$ cat src/verilog/mcx_pkg.sv
// Package for the message chain and extension packer.
// Assumes a 32-bit link word; byte n of a word sits at bits 8n+7:8n.
package mcx_pkg;

  typedef enum logic [1:0] {
    MC_REQ  = 2'h0,
    MC_SNP  = 2'h1,
    MC_RSP  = 2'h2,
    MC_MISC = 2'h3
  } mcx_class_t;

  typedef enum logic [2:0] {
    AW_48 = 3'h0,
    AW_52 = 3'h1,
    AW_56 = 3'h2,
    AW_60 = 3'h3,
    AW_64 = 3'h4
  } mcx_awidth_t;

  typedef enum logic [0:0] {
    ST_IDLE = 1'h0,
    ST_SEND = 1'h1
  } mcx_state_t;

  // Opcode encodings
  localparam logic [7:0] REQ_CHAIN_CODE      = 8'h3F;
  localparam logic [7:0] SNP_CHAIN_CODE      = 8'h1F;
  localparam logic [7:0] OP_READ_UNCACHED    = 8'h01;
  localparam logic [7:0] OP_WRITE_UNC_PART   = 8'h12;
  localparam logic [7:0] OP_WRITE_COH_PART   = 8'h13;
  localparam logic [7:0] OP_ATOMIC_FIRST     = 8'h20;
  localparam logic [7:0] OP_ATOMIC_LAST      = 8'h2F;

  // Extension byte 0 layout and kinds
  localparam int         EXT_MORE_BIT  = 7;
  localparam int         EXT_KIND_LSB  = 4;
  localparam logic [2:0] KIND_IDS      = 3'h0;
  localparam logic [2:0] KIND_LOWADDR  = 3'h1;
  localparam logic [2:0] KIND_USER     = 3'h2;
  localparam logic [2:0] KIND_ERR      = 3'h6;
  localparam int         EXT_LIMIT     = 8;

  // Header word: byte0 = {ext, 0, class, 0}, byte1 = opcode
  localparam int HDR_EXT_BIT   = 7;
  localparam int HDR_CLASS_LSB = 4;

  // Chain address steps
  localparam logic [63:0] LINE_BYTES_64  = 64'h0000_0000_0000_0040;
  localparam logic [63:0] LINE_BYTES_128 = 64'h0000_0000_0000_0080;

  // Header, extensions, two address words
  localparam int          WORD_SLOTS = 1 + EXT_LIMIT + 2;
  localparam logic [3:0]  CNT_ONE    = 4'h1;

endpackage

$ cat src/verilog/mcx_packer.sv
// Sender side packer: turns message orders into 32-bit link words,
// chaining Requests and Snoops and appending extension words.
// Assumes the peer's link sink is on sys_clk and gives back-pressure.
`timescale 1ns/100ps

// Function
// - chained Request uses request chain opcode
// - chained Request omits attribute and address words
// - chain address is previous plus line size
// - chain only full aligned line requests
// - chains never cross a packet end
// - chained Request keeps original agent identifiers
// - chain state survives interleaved other messages
// - chained Snoop uses snoop chain opcode
// - chained Snoop copies first broadcast and hint
// - chained Snoop omits address word, line step
// - Snoop chains full line, same packet, interleavable
// - header carries extension follows bit
// - extension word holds more flag, kind
// - extensions follow header in rising kind order
// - at most eight extensions per message
// - kind 000 carries high address and ids
// - kind 001 low address on uncached requests
// - kind 010 user bits, not on misc
// - kind 110 error and poison, data carriers
// - chained message ids equal original's ids
// - line size setting 64 or 128 bytes
// - wide addresses force kind 000 on requests
module mcx_packer #(
  parameter int EXT_SLOTS = mcx_pkg::EXT_LIMIT
) (
  input  wire logic                 sys_clk,
  input  wire logic                 rst_n,
  input  wire logic                 lineSize128,
  input  wire mcx_pkg::mcx_awidth_t addrWidthSetting,
  input  wire logic                 ordValid,
  output logic                      ordReady,
  input  wire logic                 ordFirst,
  input  wire logic                 ordLast,
  input  wire logic [5:0]           ordPktTgt,
  input  wire logic [5:0]           ordPktSrc,
  input  wire mcx_pkg::mcx_class_t  ordClass,
  input  wire logic [7:0]           ordOpcode,
  input  wire logic [63:0]          ordAddr,
  input  wire logic                 ordFullLine,
  input  wire logic                 ordHasData,
  input  wire logic [3:0]           ordAttr,
  input  wire logic                 ordSecure,
  input  wire logic [3:0]           ordQos,
  input  wire logic [2:0]           ordBroadcast,
  input  wire logic [1:0]           ordReturnHint,
  input  wire logic [7:0]           ordAux,
  input  wire logic                 ordIdsValid,
  input  wire logic [5:0]           ordTgt,
  input  wire logic [5:0]           ordSrc,
  input  wire logic                 ordUserValid,
  input  wire logic [27:0]          ordUser,
  input  wire logic                 ordErrValid,
  input  wire logic [1:0]           ordRespErr,
  input  wire logic [7:0]           ordPoisonLow,
  input  wire logic [7:0]           ordPoisonHigh,
  output logic                      linkValid,
  input  wire logic                 linkReady,
  output logic [31:0]               linkData,
  output logic                      linkPktStart,
  output logic                      linkMsgLast,
  output logic                      linkPktEnd,
  output logic                      ordChained
);
  import mcx_pkg::*;

  if (EXT_SLOTS < 4 || EXT_SLOTS > EXT_LIMIT) begin : g_bad_slots
    $error("EXT_SLOTS must lie between 4 and 8");
  end

  typedef struct packed {
    mcx_state_t                   state;
    logic                         ordReady;
    logic                         linkValid;
    logic [31:0]                  linkData;
    logic                         pktStart;
    logic                         msgLast;
    logic                         pktEnd;
    logic                         chained;
    logic                         lastOfPkt;
    logic [WORD_SLOTS-1:0][31:0]  words;
    logic [3:0]                   count;
    logic [3:0]                   ptr;
    logic [5:0]                   pktTgt;
    logic [5:0]                   pktSrc;
    logic                         reqValid;
    logic [7:0]                   request_opcode;
    logic [3:0]                   request_attributes;
    logic                         reqSecure;
    logic [3:0]                   reqQos;
    logic [63:0]                  reqAddr;
    logic [5:0]                   reqTgt;
    logic [5:0]                   reqSrc;
    logic                         snpValid;
    logic [7:0]                   snoop_opcode;
    logic                         snpSecure;
    logic [63:0]                  snpAddr;
    logic [5:0]                   snpTgt;
    logic [5:0]                   snpSrc;
    logic [2:0]                   snoop_broadcast_field;
    logic [1:0]                   snpHint;
  } mcx_regs_t;

  mcx_regs_t st_q;
  mcx_regs_t st_d;

  logic        accept;
  logic        isReq;
  logic        isSnp;
  logic [5:0]  curPktTgt;
  logic [5:0]  curPktSrc;
  logic [5:0]  effTgt;
  logic [5:0]  effSrc;
  logic [63:0] lineBytes;
  logic [63:0] cleanAddr;
  logic        lineAligned;
  logic        request_chain_code;
  logic        snoop_chain_code;
  logic        uncachedOp;
  logic        wideAddr;
  logic        needIds;
  logic        needLow;
  logic        needUser;
  logic        needErr;

  // Drop address bits above the configured width
  function automatic logic [63:0] clip_addr(
    input logic [63:0] a,
    input mcx_awidth_t w
  );
    logic [63:0] m;
    m = 64'hFFFF_FFFF_FFFF_FFFF;
    case (w)
      AW_48:   m = 64'h0000_FFFF_FFFF_FFFF;
      AW_52:   m = 64'h000F_FFFF_FFFF_FFFF;
      AW_56:   m = 64'h00FF_FFFF_FFFF_FFFF;
      AW_60:   m = 64'h0FFF_FFFF_FFFF_FFFF;
      default: m = 64'hFFFF_FFFF_FFFF_FFFF;
    endcase
    return a & m;
  endfunction

  assign accept      = ordValid && st_q.ordReady;
  assign isReq       = (ordClass == MC_REQ);
  assign isSnp       = (ordClass == MC_SNP);
  assign curPktTgt   = ordFirst ? ordPktTgt : st_q.pktTgt;
  assign curPktSrc   = ordFirst ? ordPktSrc : st_q.pktSrc;
  assign effTgt      = ordIdsValid ? ordTgt : curPktTgt;
  assign effSrc      = ordIdsValid ? ordSrc : curPktSrc;
  assign lineBytes   = lineSize128 ? LINE_BYTES_128 : LINE_BYTES_64;
  assign cleanAddr   = clip_addr(ordAddr, addrWidthSetting);
  assign lineAligned = (cleanAddr[5:0] == 6'h00)
                       && (!lineSize128 || !cleanAddr[6]);
  assign uncachedOp  = (ordOpcode == OP_READ_UNCACHED)
                       || (ordOpcode == OP_WRITE_UNC_PART)
                       || (ordOpcode == OP_WRITE_COH_PART)
                       || ((ordOpcode >= OP_ATOMIC_FIRST)
                           && (ordOpcode <= OP_ATOMIC_LAST));
  assign wideAddr    = (addrWidthSetting == AW_56)
                       || (addrWidthSetting == AW_60)
                       || (addrWidthSetting == AW_64);

  // New packet breaks any chain; other classes leave chains alone
  assign request_chain_code = isReq && st_q.reqValid && !ordFirst
                    && ordFullLine && lineAligned
                    && (ordOpcode == st_q.request_opcode)
                    && (ordAttr == st_q.request_attributes)
                    && (ordSecure == st_q.reqSecure)
                    && (ordQos == st_q.reqQos)
                    && (effTgt == st_q.reqTgt)
                    && (effSrc == st_q.reqSrc)
                    && (cleanAddr == st_q.reqAddr + lineBytes);
  assign snoop_chain_code = isSnp && st_q.snpValid && !ordFirst
                    && ordFullLine && lineAligned
                    && (ordOpcode == st_q.snoop_opcode)
                    && (ordSecure == st_q.snpSecure)
                    && (ordBroadcast == st_q.snoop_broadcast_field)
                    && (ordReturnHint == st_q.snpHint)
                    && (effTgt == st_q.snpTgt)
                    && (effSrc == st_q.snpSrc)
                    && (cleanAddr == st_q.snpAddr + lineBytes);

  assign needIds  = ordIdsValid || ((isReq || isSnp)
                    && (wideAddr || cleanAddr[63:52] != 12'h000));
  assign needLow  = isReq && uncachedOp
                    && (cleanAddr[5:0] != 6'h00);
  assign needUser = ordUserValid && (ordClass != MC_MISC);
  assign needErr  = ordErrValid && ((isReq && ordHasData)
                    || (ordClass == MC_RSP));

  always_comb begin
    logic [3:0]  cur;
    logic [7:0]  hdrOp;
    logic [7:0]  hdrAux;
    logic [7:0]  ext0;
    logic [31:0] addrLoWord;
    logic [31:0] addrHiWord;
    logic        anyExt;
    cur        = 4'h0;
    hdrOp      = ordOpcode;
    hdrAux     = ordAux;
    ext0       = 8'h00;
    addrLoWord = cleanAddr[37:6];
    addrHiWord = 32'h0000_0000;
    anyExt     = needIds || needLow || needUser || needErr;
    st_d       = st_q;
    case (st_q.state)
      ST_IDLE: begin
        st_d.ordReady = 1'b1;
        if (accept) begin
          st_d.ordReady  = 1'b0;
          st_d.state     = ST_SEND;
          st_d.words     = '0;
          st_d.lastOfPkt = ordLast;
          st_d.chained   = request_chain_code || snoop_chain_code;
          if (ordFirst) begin
            st_d.pktTgt   = ordPktTgt;
            st_d.pktSrc   = ordPktSrc;
            st_d.reqValid = 1'b0;
            st_d.snpValid = 1'b0;
          end
          if (request_chain_code) begin
            hdrOp = REQ_CHAIN_CODE;
          end else if (snoop_chain_code) begin
            hdrOp = SNP_CHAIN_CODE;
          end
          if (isSnp) begin
            hdrAux = snoop_chain_code ? {st_q.snoop_broadcast_field, st_q.snpHint, 3'h0}
                              : {ordBroadcast, ordReturnHint, 3'h0};
          end
          // Header word, class and extension flag in byte 0
          st_d.words[cur] = {8'h00, hdrAux, hdrOp,
                             anyExt, 1'b0, ordClass, 4'h0};
          cur = cur + CNT_ONE;
          // Extensions right after the header, kinds rising
          if (needIds) begin
            ext0 = 8'h00;
            ext0[EXT_MORE_BIT] = needLow || needUser || needErr;
            ext0[EXT_KIND_LSB +: 3] = KIND_IDS;
            st_d.words[cur] = (isReq || isSnp)
              ? {cleanAddr[59:52], effTgt[1:0], effSrc,
                 cleanAddr[63:60], effTgt[5:2], ext0}
              : {8'h00, effTgt[1:0], effSrc,
                 4'h0, effTgt[5:2], ext0};
            cur = cur + CNT_ONE;
          end
          if (needLow) begin
            ext0 = 8'h00;
            ext0[EXT_MORE_BIT] = needUser || needErr;
            ext0[EXT_KIND_LSB +: 3] = KIND_LOWADDR;
            st_d.words[cur] = {2'h0, cleanAddr[5:0], 16'h0000,
                               ext0};
            cur = cur + CNT_ONE;
          end
          if (needUser) begin
            ext0 = 8'h00;
            ext0[EXT_MORE_BIT] = needErr;
            ext0[EXT_KIND_LSB +: 3] = KIND_USER;
            ext0[3:0] = ordUser[27:24];
            st_d.words[cur] = {ordUser[7:0], ordUser[15:8],
                               ordUser[23:16], ext0};
            cur = cur + CNT_ONE;
          end
          if (needErr) begin
            ext0 = 8'h00;
            ext0[EXT_KIND_LSB +: 3] = KIND_ERR;
            ext0[1:0] = ordRespErr;
            st_d.words[cur] = {ordPoisonHigh, ordPoisonLow, 8'h00,
                               ext0};
            cur = cur + CNT_ONE;
          end
          // Address words only for unchained Requests and Snoops
          if ((isReq && !request_chain_code) || (isSnp && !snoop_chain_code)) begin
            addrHiWord = {ordSecure, (isReq ? ordQos : 4'h0),
                          (isReq ? ordAttr : 4'h0), 9'h000,
                          cleanAddr[51:38]};
            st_d.words[cur] = addrLoWord;
            cur = cur + CNT_ONE;
            st_d.words[cur] = addrHiWord;
            cur = cur + CNT_ONE;
          end
          st_d.count     = cur;
          st_d.ptr       = CNT_ONE;
          st_d.linkValid = 1'b1;
          st_d.linkData  = st_d.words[0];
          st_d.pktStart  = ordFirst;
          st_d.msgLast   = (cur == CNT_ONE);
          st_d.pktEnd    = ordLast && (cur == CNT_ONE);
          // Chain bookkeeping; other classes touch it only at a packet start or end
          if (isReq) begin
            st_d.reqValid = 1'b1;
            st_d.reqAddr  = cleanAddr;
            if (!request_chain_code) begin
              st_d.request_opcode     = ordOpcode;
              st_d.request_attributes   = ordAttr;
              st_d.reqSecure = ordSecure;
              st_d.reqQos    = ordQos;
              st_d.reqTgt    = effTgt;
              st_d.reqSrc    = effSrc;
            end
          end
          if (isSnp) begin
            st_d.snpValid = 1'b1;
            st_d.snpAddr  = cleanAddr;
            if (!snoop_chain_code) begin
              st_d.snoop_opcode     = ordOpcode;
              st_d.snpSecure = ordSecure;
              st_d.snpTgt    = effTgt;
              st_d.snpSrc    = effSrc;
              st_d.snoop_broadcast_field   = ordBroadcast;
              st_d.snpHint   = ordReturnHint;
            end
          end
          if (ordLast) begin
            st_d.reqValid = 1'b0;
            st_d.snpValid = 1'b0;
          end
        end
      end
      ST_SEND: begin
        if (linkReady) begin
          if (st_q.ptr == st_q.count) begin
            st_d.state     = ST_IDLE;
            st_d.ordReady  = 1'b1;
            st_d.linkValid = 1'b0;
            st_d.pktStart  = 1'b0;
            st_d.msgLast   = 1'b0;
            st_d.pktEnd    = 1'b0;
          end else begin
            st_d.linkData = st_q.words[st_q.ptr];
            st_d.ptr      = st_q.ptr + CNT_ONE;
            st_d.pktStart = 1'b0;
            st_d.msgLast  = (st_q.ptr + CNT_ONE == st_q.count);
            st_d.pktEnd   = st_q.lastOfPkt
                            && (st_q.ptr + CNT_ONE == st_q.count);
          end
        end
      end
      default: begin
        st_d.state = ST_IDLE;
      end
    endcase
  end

  always_ff @(posedge sys_clk) begin
    if (!rst_n) begin
      st_q <= '0;
    end else begin
      st_q <= st_d;
    end
  end

  assign ordReady     = st_q.ordReady;
  assign linkValid    = st_q.linkValid;
  assign linkData     = st_q.linkData;
  assign linkPktStart = st_q.pktStart;
  assign linkMsgLast  = st_q.msgLast;
  assign linkPktEnd   = st_q.pktEnd;
  assign ordChained   = st_q.chained;

endmodule

$ cat config.mk
export PLATFORM = sky130hd
export DESIGN_NAME = mcx_packer
export DESIGN_NICKNAME = d
export VERILOG_FILES = /design/src/verilog/mcx_pkg.sv /design/src/verilog/mcx_packer.sv
export SDC_FILE = /design/constraint.sdc
export NUM_CORES = 2
export LEC_CHECK = 0
export BUFFER_PORTS_ARGS = -buffer_cell sky130_fd_sc_hd__buf_2
export CORE_ASPECT_RATIO = 0.7
export CORE_MARGIN = 10
export CORE_UTILIZATION = 25
export CTS_CLUSTER_DIAMETER = 100
export DETAILED_ROUTE_END_ITERATION = 16
export PLACE_DENSITY = 0.39
export SYNTH_ARGS = -nofsm -noshare
export SYNTH_HDL_FRONTEND = slang
export SYNTH_SLANG_ARGS = --single-unit
$ cat constraint.sdc
create_clock -name sys_clk -period 8.9 [get_ports sys_clk]
set_input_delay 0.89 -clock sys_clk [delete_from_list [all_inputs] [get_ports sys_clk]]
set_output_delay 0.89 -clock sys_clk [all_outputs]
set_load 0.005 [all_outputs]
# Word level (Yosys, flattened, before mapping)
# Cells that the tools add are included.
dict set report totals {
  n_memories 0
  ramBits 0
  reg_bits 597
  latchBits 0
  mem_bits_ro 0
}
dict set report classes {
  n_eq_ne 31
  n_mul 0
  shifts 0
  n_bitwise 4
  n_div 0
  reduce_logical 82
  mux 81
  addsub 8
  n_lt_le_gt_ge 13
}
# op count
set op_table {}
lappend op_table {{352-bit two-way mux} 10}
lappend op_table {{352-bit bitwise mux} 5}
lappend op_table {{32-bit demux with 4-bit select} 5}
lappend op_table {{597-bit two-way mux} 1}
lappend op_table {{32-bit two-way mux} 11}
lappend op_table {{64-bit one-hot mux with 4 select lines} 1}
lappend op_table {{64-bit by 8-bit adder with 64-bit output} 2}
lappend op_table {{32-bit binary-select mux with 4-bit select} 1}
lappend op_table {{64-bit equality test} 2}
lappend op_table {{94-bit two-way mux} 1}
lappend op_table {{91-bit two-way mux} 1}
lappend op_table {{38-bit one-hot mux with 2 select lines} 1}
lappend op_table {{4-bit two-way mux} 18}
lappend op_table {{8-bit two-way mux} 9}
lappend op_table {{64-bit bitwise AND} 1}
lappend op_table {{1-bit logical AND} 40}
lappend op_table {{38-bit two-way mux} 1}
lappend op_table {{17-bit two-way mux} 2}
lappend op_table {{4-bit by 5-bit less-than comparator with 1-bit output (second input constant)} 6}
lappend op_table {{4-bit by 1-bit adder with 4-bit output (second input constant)} 6}
lappend op_table {{6-bit equality test} 4}
lappend op_table {{6-bit two-way mux} 4}
lappend op_table {{3-bit AND reduction} 7}
lappend op_table {{4-bit by 1-bit greater-or-equal comparator with 1-bit output (second input constant)} 5}
lappend op_table {{other kinds (35)} 75}

# Depth between registers and ports, before layout
dict set report logic_depth {
  ltp_word 35
  mapped_depth 24
}

# Least setup slack after synthesis
# OpenSTA, ideal clock, no wires.
dict set report synth_path {
  path_type {input to register}
  startpoint {in lineSize128}
  endpoint {reg st_q[248] in the netlist's numbering}
  setup_time_ps 117
  setup_slack_ps 3534
  required_ps 8783
  n_path_buf 5
  path_stages 20
  t_arrival_ps 5249
  path_cell_list {inv_1 > ha_1 > inv_1 > fa_1 > nand4b_1 > or4_1 > clkbuf_1 > or4_1 > o21ai_0 > o2111ai_1 > nor4_1 > nand4_1 > and2_1 > buf_4 > nor2_8 > buf_6 > buf_8 > buf_8 > o22ai_1 > a32o_1}
}
dict set report synth_between {
  elab_chain_cells 15
  elab_cells_between_ends 30
}
# item line
set synth_lines {}
lappend synth_lines {{start: declaration} mcx_packer.sv:34} ;# input wire logic lineSize128,
lappend synth_lines {{parallel branches: the longest is 13 deep, another holds 64-bit by 8-bit adder with 64-bit output} --}
lappend synth_lines {{1-bit logical OR (*)} mcx_packer.sv:278} ;# if ((isReq && !request_chain_code) || (isSnp && !snoop_chain_code)) begin
lappend synth_lines {{352-bit two-way mux (*)} mcx_packer.sv:278}
lappend synth_lines {{end signal: assignment} mcx_packer.sv:354} ;# st_q <= st_d;
lappend synth_lines {{end: declaration} mcx_packer.sv:109} ;# mcx_regs_t st_q;
# Mark *: on every way between the ends.
# A chain may end at the register's enable or synchronous reset.

# Worst setup path after layout
dict set report layout_path {
  startpoint {in lineSize128}
  endpoint {reg st_q[343] in the netlist's numbering}
}
# Same word-level chain as after synthesis.

==> run summary <==
Post-Route Setup TNS = 0 ps
Failing checks = max-capacitance violations
WP depth = 17
Worst Tran Pin Value = 1490 ps
Num CTS Buffers = 74
Synth async-reset ratio = 0%
Worst hold slack = 447 ps
Port Buffers = 218
DIE WIDTH = 487 um
Initial antenna violation count = 25
Final setup violation count = 0
Tot Pwr = 7.71 mW
Row count = 119
Initial Utilization = 25.3%
Min cycle time layout = 7140 ps
Routed vias = 41217
# resized after CTS = 0
Global-route wire length before repair = 310 mm
Clock Latency Late Sink = 690 ps
Worst Path Max Fanout = 43
Syn Std Cell Area = 0.0382 mm2
GRT overflow = 0
IO Count = 219
RSZ-0062 raised after global routing = no
XOR/XNOR share of the synthesized area = 5.25%
CP Cell Sequence = buf_2 > inv_1 > ha_1 > inv_1 > fa_1 > nand4b_1 > or4_1 > or4_1 > o21ai_0 > o2111ai_1 > nor4_1 > nand4_1 > nand2_1 > nand2_4 > nand2_1 > buf_4 > o21ai_0
Mux share of post-synthesis cell area = 7.65%
Critical Path End = st_q[343]$_SDFFE_PN0P_
Synth Area in Compound Gates = 25.0%
WP buf/inv = 4
Drt wl/cell = 31.7 um
Max-slew headroom = 0.103%
CP Class = in -> reg
Htree depth = 3
Final wirelength = 223 mm
Adder-cell share of the synthesized area = 0.910%
Netlist cell types = 98
CP Capture Type = register
Top_reg_cell synth = dfxtp_1
Leakage Power = 14.6 nW
TritonCTS clock tree = built
GPL Wtd Cong = 0.959
Commonest cells after routing, fill and taps aside = nand2_1 (779), dfxtp_1 (594), a21oi_1 (509), nor2_1 (358), o21ai_0 (338)
Fmax = 0.140 GHz
Top delay family on crit path = simple AND/OR/NAND/NOR gates
Main combinational cell family by area after synthesis = compound AO/OA/AOI/OAI gates
Drt pass-1 iters = 5
DRC violation count after routing = 0
Post-synthesis register bit count = 597
DRT iter0 DRCs = 5268
Yosys warning count = 0
Post-synth EDFFs = 0
Post-synthesis sequential area ratio = 31.3%
Chip height = 347 um
Status = finished with violations
Post-synth net total = 5291
CP Launch Point = lineSize128
RR Endpoint = st_q[343]$_SDFFE_PN0P_
Critical Path RT = 9440 ps
Synthesized instance count = 5084
Max-Cap Viols = 1
Hold-fix buffers, CTS = 0
Hold Path Class = reg -> reg
Final Skew = 28.0 ps
Synth-to-Final Area Change = 13.9%
CP Launch Type = primary input
Global Route Usage Sum = 25.1%
R2R depth = 15
Pins Over Slew Limit = 0
Routed Antenna Nets = 0
Share of post-route cells with drive strength above 1 = 12.7%
Largest net degree at the start of global routing = 185
Worst R2R Start = st_q[109]$_SDFFE_PN0P_
CORE AREA = 0.151 mm2
Post-CTS Setup Bufs = 0
Root Driver = clkbuf_16
Commonest non-fill, non-tap cell in the layout = nand2_1
Vias/cell = 5.84
Estimated wirelength of the detail-placed design = 159 mm
Max stage delay on crit path = 810 ps
CP max-delay cell = or4_1
R2R Setup Slk = 2020 ps
Clk slew on worst S/H paths = 60 ps
CP arrival = 7680 ps
VDD IR max = 0.115 mV
Cell Pwr Density = 177 mW/mm2
Final hold vios = 0
Share of the clock period used by the worst path = 80.3%
Final #Nets = 5200
Post-Synth Simple-Gate Area = 23.6%
Syn Area/Cell = 7.52 um2
Vias in the first global route = 37603
CTS Sinks = 597
Die ar. = 0.169 mm2
CTS max path bufs = 3
Yosys cell counts (10+ instances only):
cell       count  share of area (%)
a211oi_1      21               0.41
or2_2         14               0.23
dfxtp_1      597                 31
and3_1        48               0.79
buf_1         50               0.49
nand4b_1      10               0.23
o21ai_0      338                4.4
mux4_2        64                3.8
nor4_1        73                1.2
or4_1         29               0.57
nand2b_1      23               0.38
clkbuf_1     416                4.1
a32o_1        43                1.1
o31ai_1       38               0.75
nor2_1       368                3.6
buf_4         38               0.75
nand2_1      786                7.7
and2_1        38               0.62
nand4_1       82                1.3
a21boi_0      34               0.67
and4_1        14               0.32
a22oi_1       59                1.2
mux2i_1      139                3.6
a221o_1       19               0.50
nand3_1      188                2.5
xnor2_1      121                2.8
a21oi_1      509                6.7
xor2_1       108                2.5
o211ai_1      29               0.57
nor3_1       154                2.0
a31oi_1       42               0.69
a32oi_1       15               0.34
buf_2         24               0.31
or3_1         39               0.64
nand3b_1      10               0.20
o31a_1        21               0.48
nor2b_1       11               0.18
o2111ai_1     23               0.53
ha_1          23               0.75
o22ai_1       78                1.3
a22o_1        61                1.4
a21o_1        21               0.41
inv_1         38               0.37
o21ai_1       31               0.41
a221oi_1      33               0.76
metal layers:
layer | track usage [%] | wire [um] | vias up | part of all wire [%]
li1 | - | - | 18276 | -
met1 | 37.9 | 106000 | 20460 | 47
met2 | 33.8 | 86500 | 2153 | 39
met3 | 5.80 | 21800 | 316 | 9.8
met4 | 9.07 | 9420 | 12 | 4.2
met5 | 0 | 84 | - | 0.038
logic make-up after synthesis:
logic type | Yosys count
buf+inv | 580
xor+xnor | 229
mux | 211
simple gates | 1929
flops | 597
compound gates | 1512
fa+ha+maj | 26
worst min-delay path, stage by stage, from the launching register on:
cell,delay (ps)
dfxtp_1,310
nand2_1,50
a21oi_1,50
where the power goes:
part	internal, mW	total [mW]	switching [mW]	leakage [nW]
combinational	0.414	1.53	1.12	8.51
sequential	2.75	2.83	0.0867	4.83
clock	1.98	3.34	1.35	1.27
state kept, by name (all words and copies together), names as in the netlist:
name	count
linkData	32
ordChained	1
st_q	559
linkMsgLast	1
ordReady	1
linkValid	1
linkPktEnd	1
linkPktStart	1
per-stage QoR:
stage | worst slack (ps) | cell area [um2] | std cells | util, %
after floorplan | 3530 | 38200 | 5084 | -
after global routing | 1480 | 43500 | 7047 | 28.8
after global placement | 1490 | 40900 | 6913 | 27.1
after CTS | 1970 | 43500 | 7046 | 28.8
final | 1760 | 43500 | 7053 | 28.8
after detailed placement | 1250 | 40900 | 6913 | 27.1
final cells by class:
type / count / area, um2
Antenna cell: 7 / 17.5
Clock buffer: 119 / 2360
Clock inverter: 14 / 226
Fill cell: 16287 / 108000
Inverter: 40 / 158
Multi-Input combinational cell: 3907 / 24000
Sequential cell: 597 / 12000
Tap cell: 1996 / 2500
Timing Repair Buffer: 373 / 2320
how the worst min path moves through the flow:
| stage | endpoint | cells past startpoint | startpoint | slack [ps] |
|---|---|---|---|---|
| 2_1_floorplan | st_q[402]$_SDFFE_PN0P_ | 2 | st_q[402]$_SDFFE_PN0P_ | 420 |
| 3_3_place_gp | st_q[408]$_SDFFE_PN0P_ | 2 | st_q[408]$_SDFFE_PN0P_ | 430 |
| 3_5_place_dp | st_q[436]$_SDFFE_PN0P_ | 2 | st_q[436]$_SDFFE_PN0P_ | 440 |
| 4_1_cts | st_q[193]$_SDFFE_PN0P_ | 3 | ordPktTgt[2] | 410 |
| 5_1_grt | st_q[194]$_SDFFE_PN0P_ | 3 | ordPktTgt[3] | 450 |
| 6_report | st_q[468]$_SDFFE_PN0P_ | 2 | st_q[468]$_SDFFE_PN0P_ | 450 |
Power figures use the tool's default switching activity.
